`config.mk`:
```
export PLATFORM = sky130hd
export DESIGN_NAME = uwtb_uart
export DESIGN_NICKNAME = d
export VERILOG_FILES = /design/src/uwtb_prescale.v /design/src/uwtb_reload_timer.v /design/src/uwtb_uart.v
export VERILOG_INCLUDE_DIRS = /design/src
export SDC_FILE = /design/constraint.sdc
export NUM_CORES = 1
export LEC_CHECK = 0
export BUFFER_PORTS_ARGS = -buffer_cell sky130_fd_sc_hd__buf_2
export CORE_ASPECT_RATIO = 1.25
export CORE_MARGIN = 2
export CORE_UTILIZATION = 52
export CTS_CLUSTER_DIAMETER = 50
export CTS_CLUSTER_SIZE = 20
export DETAILED_ROUTE_END_ITERATION = 12
export GPL_ROUTABILITY_DRIVEN = 0
export GPL_TIMING_DRIVEN = 0
export PLACE_DENSITY = 0.76
export SYNTH_ARGS = -nofsm -noshare
export SYNTH_HDL_FRONTEND = slang
export SYNTH_SLANG_ARGS = --single-unit
```
`constraint.sdc`:
```
create_clock -name clk -period 2.4 [get_ports clk]
set_clock_uncertainty 0.2 [all_clocks]
set_input_delay 0.24 -clock clk [delete_from_list [all_inputs] [get_ports clk]]
set_output_delay 0.24 -clock clk [all_outputs]
set_load 0.1 [all_outputs]
```
`src/uwtb_regs.vh`:
```
// constants for the serial port with timer-driven bit rate
`ifndef UWTB_REGS_VH
`define UWTB_REGS_VH
`define UWTB_CLK_HZ 10000000
`define UWTB_SRC_CORE 3'h0
`define UWTB_SRC_DIV4 3'h1
`define UWTB_SRC_DIV12 3'h2
`define UWTB_SRC_DIV48 3'h3
`define UWTB_SRC_XOSC8 3'h4
`define UWTB_SRC_EXT 3'h5
`define UWTB_DIV4 6'h03
`define UWTB_DIV12 6'h0B
`define UWTB_DIV48 6'h2F
`define UWTB_XDIV8 3'h7
`define UWTB_RELOAD_RST 8'h00
`define UWTB_BITS_MODE1 4'h8
`define UWTB_BITS_MODE3 4'h9
`endif

```
`src/uwtb_prescale.v`:
```
// timer one clock source selection, producing a one-cycle tick
`timescale 1ns/1ns
`include "uwtb_regs.vh"
module uwtb_prescale (
  input wire clk,
  input wire arst_n,
  input wire [2:0] clk_sel,
  input wire xosc_rise,
  input wire ext_fall,
  output reg tick
);
  reg [5:0] div_cnt_ff;
  reg [2:0] xdiv_cnt_ff;

  // free-running divider; taps give /4, /12 and /48
  always @(posedge clk or negedge arst_n) begin
    if (!arst_n) begin
      div_cnt_ff <= 6'h00;
      xdiv_cnt_ff <= 3'h0;
    end else begin
      div_cnt_ff <= (div_cnt_ff == `UWTB_DIV48) ? 6'h00 : div_cnt_ff + 6'h01;
      if (xosc_rise)
        xdiv_cnt_ff <= xdiv_cnt_ff + 3'h1;
    end
  end

  // pick one of six sources
  always @* begin
    case (clk_sel)
      `UWTB_SRC_CORE: tick = 1'b1;
      `UWTB_SRC_DIV4: tick = (div_cnt_ff[1:0] == 2'h3);
      `UWTB_SRC_DIV12: tick = (div_cnt_ff == `UWTB_DIV12) || (div_cnt_ff == 6'h17) ||
                              (div_cnt_ff == 6'h23) || (div_cnt_ff == `UWTB_DIV48);
      `UWTB_SRC_DIV48: tick = (div_cnt_ff == `UWTB_DIV48);
      `UWTB_SRC_XOSC8: tick = xosc_rise && (xdiv_cnt_ff == `UWTB_XDIV8);
      `UWTB_SRC_EXT: tick = ext_fall;
      default: tick = 1'b0;
    endcase
  end
endmodule // uwtb_prescale

```
`src/uwtb_reload_timer.v`:
```
// 8-bit auto-reload counter with halved overflow output
`timescale 1ns/1ns
module uwtb_reload_timer (
  input wire clk,
  input wire arst_n,
  input wire run,
  input wire tick,
  input wire [7:0] reload,
  input wire force_load,
  output reg [7:0] count,
  output reg bit_tick
);
  reg half_ff;

  // count up on each tick while run is high, reload on overflow or on demand
  always @(posedge clk or negedge arst_n) begin
    if (!arst_n) begin
      count <= 8'h00;
      half_ff <= 1'b0;
      bit_tick <= 1'b0;
    end else begin
      bit_tick <= 1'b0;
      // a forced reload primes the halver, so the first bit tick comes half a bit
      // later and every sample after it lands mid-bit rather than on an edge
      if (force_load) begin
        count <= reload;
        half_ff <= 1'b1;
      end else if (run && tick) begin
        if (count == 8'hFF) begin
          count <= reload; // rate = tick / (256 - reload)
          half_ff <= ~half_ff;
          bit_tick <= half_ff; // every second overflow
        end else begin
          count <= count + 8'h01;
        end
      end
    end
  end
endmodule // uwtb_reload_timer

```
`src/uwtb_uart.v`:
```
// serial port with timer one bit-rate generation, top level
`timescale 1ns/1ns
`include "uwtb_regs.vh"
module uwtb_uart (
  input wire clk,
  input wire arst_n,
  input wire serial_rx,
  output reg serial_tx,
  input wire timer_one_ext_input,
  input wire xosc_clk,
  input wire timer_one_run,
  input wire [2:0] timer_one_clk_sel,
  input wire [7:0] timer_one_reload_byte,
  output wire [7:0] timer_one_low_count,
  input wire mode3_sel,
  input wire rx_enable,
  input wire tx_bit8,
  output reg rx_bit8,
  input wire serial_irq_en,
  input wire serial_data_buffer_wr,
  input wire [7:0] serial_data_buffer_wdata,
  input wire serial_data_buffer_rd,
  output reg [7:0] serial_data_buffer_rdata,
  input wire tx_done_clr,
  input wire rx_done_clr,
  output reg tx_done_flag,
  output reg rx_done_flag,
  output wire tx_busy,
  output wire serial_irq
);
  // receiver states
  localparam RX_IDLE = 2'h0;
  localparam RX_START = 2'h1;
  localparam RX_DATA = 2'h2;
  localparam RX_STOP = 2'h3;

  reg [1:0] rx_sync_ff;
  reg rx_s_ff;
  reg [1:0] ext_sync_ff;
  reg ext_s_ff;
  reg [1:0] xosc_sync_ff;
  reg xosc_s_ff;
  wire t1_tick;
  wire tx_bit_tick;
  wire rx_bit_tick;
  wire rx_fall;
  wire [7:0] rx_copy_count;
  reg rx_force_ff;

  reg [9:0] tx_shift_ff;
  reg [3:0] tx_left_ff;
  reg tx_pend_ff;
  reg [8:0] tx_load_ff;

  reg [1:0] rx_state_ff;
  reg [1:0] nxt_rx_state;
  reg [8:0] rx_shift_ff;
  reg [3:0] rx_cnt_ff;
  reg rx_half_ff;

  // frame length in data bits for the selected mode
  function [3:0] data_bits;
    input m3;
    begin
      data_bits = m3 ? `UWTB_BITS_MODE3 : `UWTB_BITS_MODE1;
    end
  endfunction

  // two-stage synchronisers for every pin input
  always @(posedge clk or negedge arst_n) begin
    if (!arst_n) begin
      rx_sync_ff <= 2'h3;
      rx_s_ff <= 1'b1;
      ext_sync_ff <= 2'h3;
      ext_s_ff <= 1'b1;
      xosc_sync_ff <= 2'h0;
      xosc_s_ff <= 1'b0;
    end else begin
      rx_sync_ff <= {rx_sync_ff[0], serial_rx};
      rx_s_ff <= rx_sync_ff[1];
      ext_sync_ff <= {ext_sync_ff[0], timer_one_ext_input};
      ext_s_ff <= ext_sync_ff[1];
      xosc_sync_ff <= {xosc_sync_ff[0], xosc_clk};
      xosc_s_ff <= xosc_sync_ff[1];
    end
  end

  // edges seen only past the second synchroniser stage
  assign rx_fall = rx_s_ff & ~rx_sync_ff[1];

  uwtb_prescale u_prescale (
    .clk(clk),
    .arst_n(arst_n),
    .clk_sel(timer_one_clk_sel),
    .xosc_rise(xosc_sync_ff[1] & ~xosc_s_ff),
    .ext_fall(ext_s_ff & ~ext_sync_ff[1]),
    .tick(t1_tick)
  );

  // visible low count drives the transmitter
  uwtb_reload_timer u_tx_timer (
    .clk(clk),
    .arst_n(arst_n),
    .run(timer_one_run),
    .tick(t1_tick),
    .reload(timer_one_reload_byte),
    .force_load(1'b0),
    .count(timer_one_low_count),
    .bit_tick(tx_bit_tick)
  );

  // hidden copy for receive, same reload and run enable
  uwtb_reload_timer u_rx_timer (
    .clk(clk),
    .arst_n(arst_n),
    .run(timer_one_run),
    .tick(t1_tick),
    .reload(timer_one_reload_byte),
    .force_load(rx_force_ff),
    .count(rx_copy_count),
    .bit_tick(rx_bit_tick)
  );

  // transmitter: a write queues a frame, launched on the first bit tick after it with no frame in progress
  always @(posedge clk or negedge arst_n) begin
    if (!arst_n) begin
      tx_shift_ff <= 10'h3FF;
      tx_left_ff <= 4'h0;
      tx_pend_ff <= 1'b0;
      tx_load_ff <= 9'h000;
      serial_tx <= 1'b1;
    end else begin
      if (serial_data_buffer_wr) begin
        tx_pend_ff <= 1'b1;
        tx_load_ff <= {tx_bit8, serial_data_buffer_wdata};
      end
      if (tx_bit_tick) begin
        if (tx_left_ff != 4'h0) begin
          serial_tx <= tx_shift_ff[0]; // lsb first
          tx_shift_ff <= {1'b1, tx_shift_ff[9:1]};
          tx_left_ff <= tx_left_ff - 4'h1;
        end else if (tx_pend_ff && !serial_data_buffer_wr) begin
          serial_tx <= 1'b0; // start bit
          tx_shift_ff <= mode3_sel ? {1'b1, tx_load_ff} : {2'h3, tx_load_ff[7:0]};
          tx_left_ff <= data_bits(mode3_sel) + 4'h1; // data plus stop
          tx_pend_ff <= 1'b0;
        end else begin
          serial_tx <= 1'b1; // idle high
        end
      end
    end
  end

  assign tx_busy = tx_pend_ff | (tx_left_ff != 4'h0);

  // receiver next-state; half-bit sample point uses alternate timer overflows
  always @* begin
    nxt_rx_state = rx_state_ff;
    case (rx_state_ff)
      RX_IDLE: if (rx_fall && rx_enable && timer_one_run) nxt_rx_state = RX_START;
      RX_START: if (rx_bit_tick) nxt_rx_state = rx_s_ff ? RX_IDLE : RX_DATA;
      RX_DATA: if (rx_bit_tick && rx_cnt_ff == 4'h1) nxt_rx_state = RX_STOP;
      RX_STOP: if (rx_bit_tick) nxt_rx_state = RX_IDLE;
      default: nxt_rx_state = RX_IDLE;
    endcase
  end

  // receiver datapath; runs while transmitter is busy
  always @(posedge clk or negedge arst_n) begin
    if (!arst_n) begin
      rx_state_ff <= RX_IDLE;
      rx_shift_ff <= 9'h000;
      rx_cnt_ff <= 4'h0;
      rx_half_ff <= 1'b0;
      rx_force_ff <= 1'b0;
      serial_data_buffer_rdata <= 8'h00;
      rx_bit8 <= 1'b0;
    end else begin
      rx_state_ff <= nxt_rx_state;
      rx_force_ff <= (rx_state_ff == RX_IDLE) && rx_fall;
      rx_half_ff <= 1'b0;
      if (nxt_rx_state == RX_DATA && rx_state_ff == RX_START)
        rx_cnt_ff <= data_bits(mode3_sel);
      if (rx_state_ff == RX_DATA && rx_bit_tick) begin
        rx_shift_ff <= mode3_sel ? {rx_s_ff, rx_shift_ff[8:1]} :
                                   {1'b0, rx_s_ff, rx_shift_ff[7:1]};
        rx_cnt_ff <= rx_cnt_ff - 4'h1;
      end
      // stop bit high: move byte to buffer, shifter free at once
      if (rx_state_ff == RX_STOP && rx_bit_tick && rx_s_ff) begin
        serial_data_buffer_rdata <= rx_shift_ff[7:0];
        rx_bit8 <= mode3_sel ? rx_shift_ff[8] : rx_s_ff;
        rx_half_ff <= 1'b1;
      end
    end
  end

  // done flags: hardware set wins over a software clear in the same cycle
  always @(posedge clk or negedge arst_n) begin
    if (!arst_n) begin
      tx_done_flag <= 1'b0;
      rx_done_flag <= 1'b0;
    end else begin
      if (tx_bit_tick && tx_left_ff == 4'h1)
        tx_done_flag <= 1'b1;
      else if (tx_done_clr)
        tx_done_flag <= 1'b0;
      if (rx_half_ff)
        rx_done_flag <= 1'b1;
      else if (rx_done_clr)
        rx_done_flag <= 1'b0;
    end
  end

  // read strobe has no side effect; flags stay until cleared
  assign serial_irq = serial_irq_en & (tx_done_flag | rx_done_flag);
endmodule // uwtb_uart

```
==> results.txt, run 1 <==
- Worst rel slew slack: 0.610
* Number of buffers on the longest clock path: 2
* Predominant post-synthesis flop cell: sky130_fd_sc_hd__dfrtp_1
- Global-route wire length before repair: 13.8 mm
* Mean instance size in the synthesized netlist: 10.8 µm²
* Post-synth EDFFs: 0
* Non-filler cells in the finished layout: 579
- Counting flops and latches in the post-synthesis netlist gives 90.
* Fraction of power consumed by combinational cells: 0.162
* Largest cells by area after synthesis: sky130_fd_sc_hd__dfrtp_1 44%, sky130_fd_sc_hd__dfstp_2 10%, sky130_fd_sc_hd__mux2_2 5.1%
- The final-report max-slew violation count is 0.
- The area growth from synthesis to layout is 24.3%.
* Filler Cell Count: 612
- Internal power summed over all cells: 2.58 mW
- Critical Path Source Type: flop
* GRT Overall Usage: 0.191
- WP data arrival: 2340 ps
* Part of the Yosys area used for sequential elements: 0.544
* Vias per cell: 5.44
- Count of boundary I/O pins: 55
- Cell type with the largest total area after synthesis: sky130_fd_sc_hd__dfrtp_1
- Of the total power, the clock network draws 0.350.
* Number of antenna violations at the first check in global routing: 0
- Total setup violations reported at the end of the flow: 0
- The later pin in the worst-skew pair is clocked with a latency of 350 ps.
- CP required: 2430 ps
- The repair_antennas step left the layout with diodes totalling 0.
- Minimum clock period: 2300 ps
- For this design the ratio of total power to cell area is 679 nW/µm².
- The number of global-route vias before repair was 3,127.
- VDD IR-drop max: 0.000349 V
- Max capacitance violation total: 0
- Number of cell rows: 36
* Final global-route overflow total: 0
- For this run, the number of Yosys warnings is 0.
* Aggregate routed wire length: 7.86 mm
- Sw Ratio: 0.268
- Most common library cell in the layout ignoring fill and taps: sky130_fd_sc_hd__dfrtp_1
- Half-perimeter wire length after placement: 5.36 mm
* Via count: 3,148
- Sequential group share of total power: 0.488
* Nets: 521
- Largest fanout on the critical path: 8
- In this run the power spent charging and discharging nets is 0.944 mW.
* Element type at the critical path end: flop
- Cell count after placement: 536
- In this run, CTS created clock tree buffers numbering 9.
- Post-synthesis instance total: 387
- Final hold analysis gives a worst-case slack of 156 ps.
- Number of H-tree levels: 3
- The count of nets left with antenna violations once routing finished came out at 0.
* Die Wd: 84.1 µm
- By startpoint and endpoint, the worst setup path is classified as reg -> reg.
- TritonCTS built the clock tree.
- For the pin with the worst max-slew slack, the measured transition is 585 ps.
* Count of cell types in the netlist: 63
* Setup TNS: 0 ps
- When the netlist entered floorplanning its net count stood at 429.
- Ratio of cells with drive above 1 in the final layout: 0.273
- In this run, the number of DRC markers left after iteration 0 of detailed routing was 110.
- The flow ran to the end, and the final reports show no timing, DRC or antenna violations.
- The number of hold-slack violations in the final timing report came to 0.
- Commonest cells after routing, fill and taps aside: 72 x sky130_fd_sc_hd__dfrtp_1, 57 x sky130_fd_sc_hd__nand2_1, 51 x sky130_fd_sc_hd__buf_2, 26 x sky130_fd_sc_hd__dlygate4sd3_1
* Post-CTS clock slew at the launch and capture registers of the worst setup and hold paths: 80 ps
* Summed instance area of the synthesized netlist: 4170 µm²
* Initial standard-cell utilization of the core: 0.536
- CTS root buffer: sky130_fd_sc_hd__clkbuf_8
- The die is 104 µm tall.
- Number of DRC violations after detailed routing: 0
- The total area inside the core boundary comes to 7790 µm².
- In this run the worst hold path is classified as reg -> reg.
* Drt pass-1 iters: 4
- Entering global routing, the biggest net connects 47 pins.
- Setup repair after global routing left no endpoint under its margin.
- After detailed routing, the average wire length per cell comes to 13.6 µm.
* Area of the die: 8760 µm²
* Highest clock rate: 434 MHz
- Power, Total: 3.52 mW
- The share of synthesized area in the top cell type comes to 0.444.
- The count of buffers added on input and output ports is 53.
* Leakage power summed over all cells: 2.39 nW
- For this design, the sink count on the clock tree is 90.
* Proportion of register bits with asynchronous set or reset after synthesis: 1.00
- In the finished design, the share of the clock period the worst path needs comes to 0.959.
-- layout make-up --
cell class / count / area [µm²] / area share
sequential: 90 / 2270 / 0.439
multi-input combinational: 261 / 1800 / 0.346
timing repair buffer: 83 / 581 / 0.112
clock buffer: 12 / 145 / 0.0280
tap: 95 / 119 / 0.0229
buffer: 16 / 105 / 0.0203
clock inverter: 4 / 98.8 / 0.0191
inverter: 18 / 67.6 / 0.0130
-- worst max-delay path, stage by stage (launching register included) --
cell and delay [ps]:
sky130_fd_sc_hd__dfrtp_1 370, sky130_fd_sc_hd__buf_4 160, sky130_fd_sc_hd__xnor2_1 120, sky130_fd_sc_hd__or4_4 430, sky130_fd_sc_hd__a311oi_4 270, sky130_fd_sc_hd__buf_6 180
sky130_fd_sc_hd__and2_4 150, sky130_fd_sc_hd__mux2_1 320
-- power by group through the flow --
stage	sequential [mW]	combinational [mW]	clock [mW]
after floorplan	1.89	0.219	0
after global routing	1.73	0.625	1.32
after detailed placement	1.74	0.525	0
after CTS	1.72	0.554	1.26
final	1.72	0.570	1.23
after global placement	1.74	0.497	0
-- synthesized netlist by cell type (all sizes together) (2+ instances only) --
cell type and count:
ha 9, a21oi 16, a41oi 2, o21ai 22, inv 17, nand4 3
mux2 20, buf 9, mux2i 12, a311oi 2, a31oi 4, o21a 2
xor2 2, and2 5, nor3 7, clkbuf 9, xnor2 2, and3 10
nor4b 3, a22o 4, a22oi 2, nor2 19, nor3b 3, o311ai 3
nand2b 5, dfstp 16, a211oi 4, and4b 2, nand3 10, a211o 3
dfrtp 74, nor2b 5, a21o 5, nand2 57
-- stage by stage --
step | worst slack (ps) | area, µm² | utilization
after global routing | 7.64 | 5190 | 0.666
after detailed placement | -77.4 | 4590 | 0.589
final | 97.7 | 5190 | 0.666
after CTS | 2.36 | 5120 | 0.658
after global placement | -44.1 | 4560 | 0.586
after floorplan | 21.1 | 4180 | -
-- repair_timing --
action | in CTS | in global routing
buffers inserted | 2 | 1
hold buffers | 26 | 0
gates resized for setup | 5 | 14
gates cloned | 0 | 0
hold endpoints to repair | 61 | 0
pin swaps | 1 | 4
endpoints found under the setup margin | 3 | 16
-- state kept, by name, summed over array words and instances (netlist names), 2 cells and up --
signal	count
rx_shift_ff	9
tx_load_ff	9
tx_shift_ff	9
serial_data_buffer_rdata	8
u_rx_timer.count	8
u_tx_timer.count	8
u_prescale.div_cnt_ff	6
rx_cnt_ff	4
tx_left_ff	4
u_prescale.xdiv_cnt_ff	3
ext_sync_ff	2
rx_state_ff	2
rx_sync_ff	2
xosc_sync_ff	2
-- metal layers --
layer | wire, µm | share of wire | track usage
met5 | 0 | 0 | 0
met4 | 210 | 0.027 | 0.0945
met3 | 247 | 0.031 | 0.0365
met2 | 3920 | 0.50 | 0.318
met1 | 3480 | 0.44 | 0.237
-- kinds of logic after synthesis --
logic type / after synthesis / synth area share
multiplexers: 32 / 0.0827
AND/OR/NAND/NOR: 135 / 0.161
adder cells (fa/ha/maj): 9 / 0.0270
buffers and inverters: 36 / 0.0399
XOR/XNOR: 4 / 0.00839
AO/OA/AOI/OAI: 81 / 0.136
flip-flops: 90 / 0.544
-- worst paths after layout --
check,startpoint,endpoint,slack [ps],cells past startpoint
max in group asynchronous,arst_n,rx_sync_ff[0]$_DFF_PN1_,1100,3
worst max register to register,u_prescale.div_cnt_ff[5]$_DFF_PN0_,u_tx_timer.count[4]$_DFFE_PN0P_,100,7
min in group asynchronous,arst_n,serial_data_buffer_rdata[6]$_DFFE_PN0P_,230,2
worst min register to register,xosc_sync_ff[0]$_DFF_PN0_,xosc_sync_ff[1]$_DFF_PN0_,160,0
worst min-delay path,xosc_sync_ff[0]$_DFF_PN0_,xosc_sync_ff[1]$_DFF_PN0_,160,0
worst max-delay path,u_prescale.div_cnt_ff[5]$_DFF_PN0_,u_tx_timer.count[4]$_DFFE_PN0P_,100,7
Note: power is estimated with default switching activity, not from simulation.
==> run 2: changes to the inputs <==
- CORE_UTILIZATION: 52 -> 58
- PLACE_DENSITY: 0.76 -> 0.8
- SKIP_LAST_GASP: not set -> 1
- clock period: 2.4 -> 2.74 ns (I/O delays scaled with it)
==> results.txt, run 2 (synthesis results as in run 1) <==
* Status: completed
- Number of global-route vias before repair: 3,125
* Worst rel slew slack: 0.435
* Critical path, cell by cell: inv_1 -> ha_1 -> and2_1 -> clkbuf_1 -> buf_2 -> nand2b_1 -> buf_2
* Number of failing hold endpoints at the final stage: 0
- For met2 alone, demand over resource in global routing was 0.374.
- The global routing stage identified its most utilized layer as met2.
- The worst setup path is captured at an output port.
* Leakage power summed over all cells: 2.31 nW
- STA classifies the critical path startpoint as a flop.
- Post-CTS clock slew at the launch and capture registers of the worst setup and hold paths: 90 ps
- Total setup violations reported at the end of the flow: 0
* Minimum clock period: 2540 ps
* Fraction of power consumed by combinational cells: 0.166
- Power, Total: 2.88 mW
* Number of sinks on the clock net: 90
- The detail route stage leaves a number of antenna-violating nets equal to 0.
- Across the run, the number of max-cap violations was 0.
* Crit share post-route: 0.928
- Slew Limit Fails: 0
- Across every metal layer, demand over resource in global routing totals 0.220.
* Cell mode on critical path: sky130_fd_sc_hd__buf_2
- Number of buffers created by CTS: 9
- Largest fanout on the critical path: 10
* Core Region: 6980 µm²
- Filler Cell Count: 526
- Most common library cell in the layout ignoring fill and taps: sky130_fd_sc_hd__dfrtp_1
- In this design, the stage delay of the slowest critical-path cell is 420 ps.
- Area of the die: 7900 µm²
* Height of the chip: 98.8 µm
* Drt pass-1 iters: 4
- Aggregate routed wire length: 8.23 mm
- At the placement stage, the worst setup path has a slack of 270 ps.
* Initial standard-cell utilization of the core: 0.598
* Global-route track usage on met3: 0.0311
- Commonest cells after routing, fill and taps aside: 74 x sky130_fd_sc_hd__dfrtp_1, 57 x sky130_fd_sc_hd__nand2_1, 54 x sky130_fd_sc_hd__buf_2, 21 x sky130_fd_sc_hd__dlygate4sd3_1
* Global-route wire length before repair: 13.9 mm
* WP data arrival: 2070 ps
- In the final layout, the share of cells above drive strength 1 is 0.247.
- Compared with the post-synthesis result, the final layout area differs by 19.5%.
- Half-perimeter wire length after placement: 5.45 mm
* Met1 global-route usage: 0.278
* Transition time at the pin with the least slew margin: 840 ps
- Setup repair after global routing missed its margin: false
* Number of DRC violations after detailed routing: 0
* Number of H-tree levels: 3
* VDD IR-drop max: 0.000320 V
- Clock insertion delay at the later pin of the skew report: 350 ps
- Counting along the longest clock path gives a buffer depth of 2.
- Of the total power, the share spent switching nets is 0.295.
- Among all stages on the critical path, the largest delay is contributed by sky130_fd_sc_hd__buf_2.
* Portion of total power attributed to the clock network: 0.311
- Pwr per Cell Area: 577 nW/µm²
* Net switching power of the design: 0.849 mW
* Count of boundary I/O pins: 55
- Via count: 3,201
- The largest registers in the layout are rx_shift_ff (9), tx_load_ff (9), tx_shift_ff (9).
- Number of antenna violations at the first check in global routing: 0
- The path class of the tightest hold or removal check is in -> reg.
- During placement, the flow inserted port buffers numbering 53.
- Row generation in the floorplan step produced 34 rows.
- Final setup margin: 197 ps
- Category of the most critical setup path: reg -> out
- In the final routed layout, each cell accounts on average for 14.5 µm.
- In this run the post-CTS setup repair buffer count came out at 0.
- The tree is rooted in a sky130_fd_sc_hd__clkbuf_8.
- After global routing the overflow that remains totals 0.
- Of the total power, registers draw 0.523.
* Diodes inserted: 0
- Internal power summed over all cells: 2.03 mW
- Die Wd: 79.9 µm
- Vias per cell: 5.64
* DRC marker count from the first detailed-route iteration: 203
* Highest clock rate: 393 MHz
- At the end of the flow, the number of nets in the layout was 515.
- TritonCTS built the clock tree.
* Pin count of the biggest net entering global routing: 58
- Setup TNS: 0 ps
* CP required: 2270 ps
[run 2: cell types whose count changed in the layout (fill, tap and decap cells not counted), moves of 2 or more]
cell | before | now
sky130_fd_sc_hd__bufinv_16 | 3 | 1
sky130_fd_sc_hd__buf_4 | 7 | 5
sky130_fd_sc_hd__buf_2 | 51 | 54
sky130_fd_sc_hd__clkinvlp_4 | 0 | 3
sky130_fd_sc_hd__buf_6 | 5 | 2
sky130_fd_sc_hd__dfrtp_2 | 2 | 0
sky130_fd_sc_hd__ha_1 | 6 | 9
sky130_fd_sc_hd__dlygate4sd3_1 | 26 | 21
sky130_fd_sc_hd__dfrtp_1 | 72 | 74
sky130_fd_sc_hd__ha_2 | 2 | 0
sky130_fd_sc_hd__and2_1 | 3 | 5
[run 2: cell type report]
class / count / area [µm²] / share of cell area
sequential: 90 / 2270 / 0.456
multi-input combinational: 261 / 1740 / 0.348
timing repair buffer: 75 / 505 / 0.101
clock buffer: 10 / 128 / 0.0256
tap: 90 / 113 / 0.0226
buffer: 18 / 100 / 0.0201
inverter: 18 / 67.6 / 0.0135
clock inverter: 6 / 66.3 / 0.0133
[run 2: worst max-delay path: cells and delay by family, from the launching register on]
family                     cells  cell delay, ps
adders and majority gates      1             250
and+or+nand+nor                2             250
buffers and inverters          4             840
DFF                            1             390
[run 2: path summary, 6_finish.rpt]
path | to | depth (start not counted) | slack, ps | startpoint
worst max register to register | u_tx_timer.count[4]$_DFFE_PN0P_ | 6 | 260 | u_prescale.div_cnt_ff[2]$_DFF_PN0_
min in group asynchronous | serial_data_buffer_rdata[3]$_DFFE_PN0P_ | 2 | 220 | arst_n
max in group asynchronous | tx_shift_ff[8]$_DFFE_PN1P_ | 3 | 1450 | arst_n
worst min register to register | xosc_sync_ff[1]$_DFF_PN0_ | 0 | 160 | xosc_sync_ff[0]$_DFF_PN0_
worst min-delay path | rx_state_ff[0]$_DFF_PN0_ | 3 | 20 | rx_enable
worst max-delay path | tx_busy | 7 | 200 | tx_left_ff[0]$_DFFE_PN0P_
[run 2: power groups by stage]
stage               logic, mW  clock network (mW)  registers [mW]
finish                  0.477               0.896            1.50
global route            0.524               0.962            1.52
CTS                     0.480               0.914            1.50
detailed placement      0.458                   0            1.53
global placement        0.436                   0            1.52
floorplan               0.192                   0            1.65
[run 2: stage by stage]
stage          instances  cell area [µm²]  utilization  hold WS (ps)
2_1_floorplan        387             4170            -          -222
3_3_place_gp         530             4550        0.652           133
3_5_place_dp         531             4580        0.657          53.6
4_1_cts              567             4980        0.713         0.271
5_1_grt              568             4990        0.715          15.8
6_report             568             4990        0.715          15.4
[run 2: timing repair]
action | CTS | global route
hold buffers | 20 | 1
endpoints found under the hold margin | 49 | 1
resized for setup | 1 | 0
endpoints found under the setup margin | 1 | 0
[run 2: layer usage]
metal	up-vias	routed length, µm
li1	1543	-
met1	1553	3620
met2	82	4120
met3	23	262
met4	0	231
met5	-	0
==> run 3: changes to the inputs <==
- RECOVER_POWER: not set -> 100
==> results.txt, run 3 (synthesis results as in run 1) <==
* Number of global-route vias before repair: 3,125
- Count of buffers added by post-CTS timing repair for setup: 0
- IR analysis of the VDD net gives a maximum drop of 0.000320 V.
* Number of buffers on the longest clock path: 2
- The core region is 6980 µm².
- GRT Overall Usage: 0.220
* CP peak stage delay: 480 ps
- Final setup margin: 178 ps
- The final-report max-slew violation count is 34.
- STA classifies the critical path endpoint as a flop.
* Seq. cell area: 2270 µm²
- Number of DRC violations after detailed routing: 0
- Area of the die: 7900 µm²
- The run finished, with violations left.
- Pwr per Cell Area: 580 nW/µm²
* Number of sinks on the clock net: 90
- CTS root buffer: sky130_fd_sc_hd__clkbuf_8
- Aggregate routed wire length: 8.26 mm
* Post-layout utilization of the core: 0.709
- Summed over all cells, the static leakage comes to 2.22 nW.
* Minimum setup slack after placement: 270 ps
* CP required: 2780 ps
* Number of cell rows: 34
* Number of antenna violations at the first check in global routing: 0
- The min-delay analysis places its worst path in the category in -> reg.
- Crit share post-route: 0.935
- Die Wd: 79.9 µm
* Number of buffers created by CTS: 9
- In this run the critical register-to-register path is captured at u_tx_timer.count[4]$_DFFE_PN0P_.
* Number of port buffers: 53
- The most critical setup path has its endpoint at u_tx_timer.count[4]$_DFFE_PN0P_.
- Detailed placement finished with a half-perimeter wire length of 5.45 mm.
- The clock reaches the later pin of the worst-skew pair after 350 ps.
- Total placed instance area: 4580 µm²
- Post-detailed-route wirelength per cell: 14.5 µm
* Final global-route overflow total: 0
- The detailed router finished its first iteration with 139 violations.
- Minimum clock period: 2560 ps
- For the pin with the worst max-slew slack, the measured transition is 1890 ps.
- Leading registers by flop count: rx_shift_ff (9), tx_load_ff (9), tx_shift_ff (9)
- The net count of the finished layout is 515.
* Commonest cells after routing, fill and taps aside: 74 x sky130_fd_sc_hd__dfrtp_1, 57 x sky130_fd_sc_hd__nand2_1, 33 x sky130_fd_sc_hd__buf_2, 32 x sky130_fd_sc_hd__clkbuf_1
- Summing all multi-input logic gate instances after layout gives 1720 µm².
* Via count: 3,203
- From synthesis to final layout, the design area changed by 18.4%.
* Setup repair after global routing missed its margin: false
- Using the TritonRoute via totals, the vias-per-cell ratio works out to 5.64.
* Count of cells along the worst hold path: 3
* Worst path depth: 7
- In this run the remaining antenna-violating nets after routing total 0.
* Pin count of the biggest net entering global routing: 58
* Post-CTS clock slew at the launch and capture registers of the worst setup and hold paths: 90 ps
* Number of cells on the worst reg-to-reg path: 7
* Violations in the final reports: max-capacitance violations, max-slew violations
* Most common library cell in the layout ignoring fill and taps: sky130_fd_sc_hd__dfrtp_1
* Number of H-tree levels: 3
* Diodes inserted: 0
- Number of failing hold endpoints at the final stage: 0
- For flop-to-flop paths, the worst setup slack is 180 ps.
- Critical Path Source Type: flop
- Critical path's top delay family: simple AND/OR/NAND/NOR gates
- In this run, placement finished with an instance count of 531.
* Startpoint of the most critical register-to-register path: u_prescale.div_cnt_ff[3]$_DFF_PN0_
- Measured along the y axis, the die boundary spans 98.8 µm.
- Global-route wire length before repair: 13.9 mm
- Count of boundary I/O pins: 55
* Max capacitance violation total: 1
- In this run the worst path has a maximum fanout of 10.
* TritonCTS clock tree: done
* Total setup violations reported at the end of the flow: 0
* Cell with the largest stage delay on the worst path: sky130_fd_sc_hd__a311oi_1
* Category of the most critical setup path: reg -> reg
- Worst rel slew slack: -0.259
- WP data arrival: 2600 ps
- Non-filler cells in the finished layout: 568
- In the final layout, the share of cells above drive strength 1 is 0.188.
* Setup TNS: 0 ps
- Traced cell by cell, the critical path runs through buf_4 -> xnor2_1 -> or4_1 -> a311oi_1 -> buf_6 -> and2_1 -> mux2_1.
- After routing the design area is 4940 µm².
- For this configuration, the core starts out at a cell density of 0.598.
* Combined buffer and inverter count along the critical path: 2
* Filler Cell Count: 542
* Drt pass-1 iters: 6
* Worst setup startpoint: u_prescale.div_cnt_ff[3]$_DFF_PN0_
* Highest clock rate: 390 MHz
[run 3: final cells by class]
type	instances	share of cell area
timing repair buffer	75	0.0962
sequential	90	0.460
clock buffer	10	0.0258
buffer	18	0.0202
multi-input combinational	261	0.348
inverter	18	0.0137
tap	90	0.0228
clock inverter	6	0.0134
[run 3: worst min-delay path by stage]
stage / from / to
final: rx_enable / rx_state_ff[0]$_DFF_PN0_
after global routing: timer_one_reload_byte[5] / u_rx_timer.count[5]$_DFFE_PN0P_
after CTS: timer_one_reload_byte[1] / u_rx_timer.count[1]$_DFFE_PN0P_
after detailed placement: arst_n / serial_data_buffer_rdata[3]$_DFFE_PN0P_
after global placement: xosc_sync_ff[0]$_DFF_PN0_ / xosc_sync_ff[1]$_DFF_PN0_
after floorplan: arst_n / rx_bit8$_DFFE_PN0P_
[run 3: what timing repair did]
item / 4_1_cts / 5_1_grt
setup endpoints to repair: 1 / 0
resized for setup: 1 / 0
hold endpoints to repair: 49 / 1
hold buffers: 20 / 1
[run 3: tightest hold or removal path, stage by stage]
cell	delay (ps)
sky130_fd_sc_hd__buf_2	90
sky130_fd_sc_hd__a32oi_1	80
sky130_fd_sc_hd__o41ai_1	70
[run 3: where the power goes]
part / internal [mW] / total [mW] / leakage (nW) / switching, mW
Sequential: 1.42 / 1.50 / 1.10 / 0.0832
Clock: 0.424 / 0.895 / 0.0889 / 0.471
Combinational: 0.174 / 0.469 / 1.03 / 0.295
[run 3: per-layer routing]
| metal | vias to the layer above | GRT usage | share of wire |
|---|---|---|---|
| met5 | - | 0 | 0 |
| met4 | 0 | 0.0965 | 0.029 |
| met3 | 23 | 0.0311 | 0.034 |
| met2 | 82 | 0.374 | 0.50 |
| met1 | 1556 | 0.278 | 0.44 |
| li1 | 1542 | - | - |
[run 3: stage by stage]
step | power [mW] | hold WS [ps]
after floorplan | 1.85 | -222
after global placement | 1.95 | 133
after detailed placement | 1.99 | 53.6
after CTS | 2.90 | 0.271
after global routing | 2.99 | 15.9
final | 2.87 | 14.1
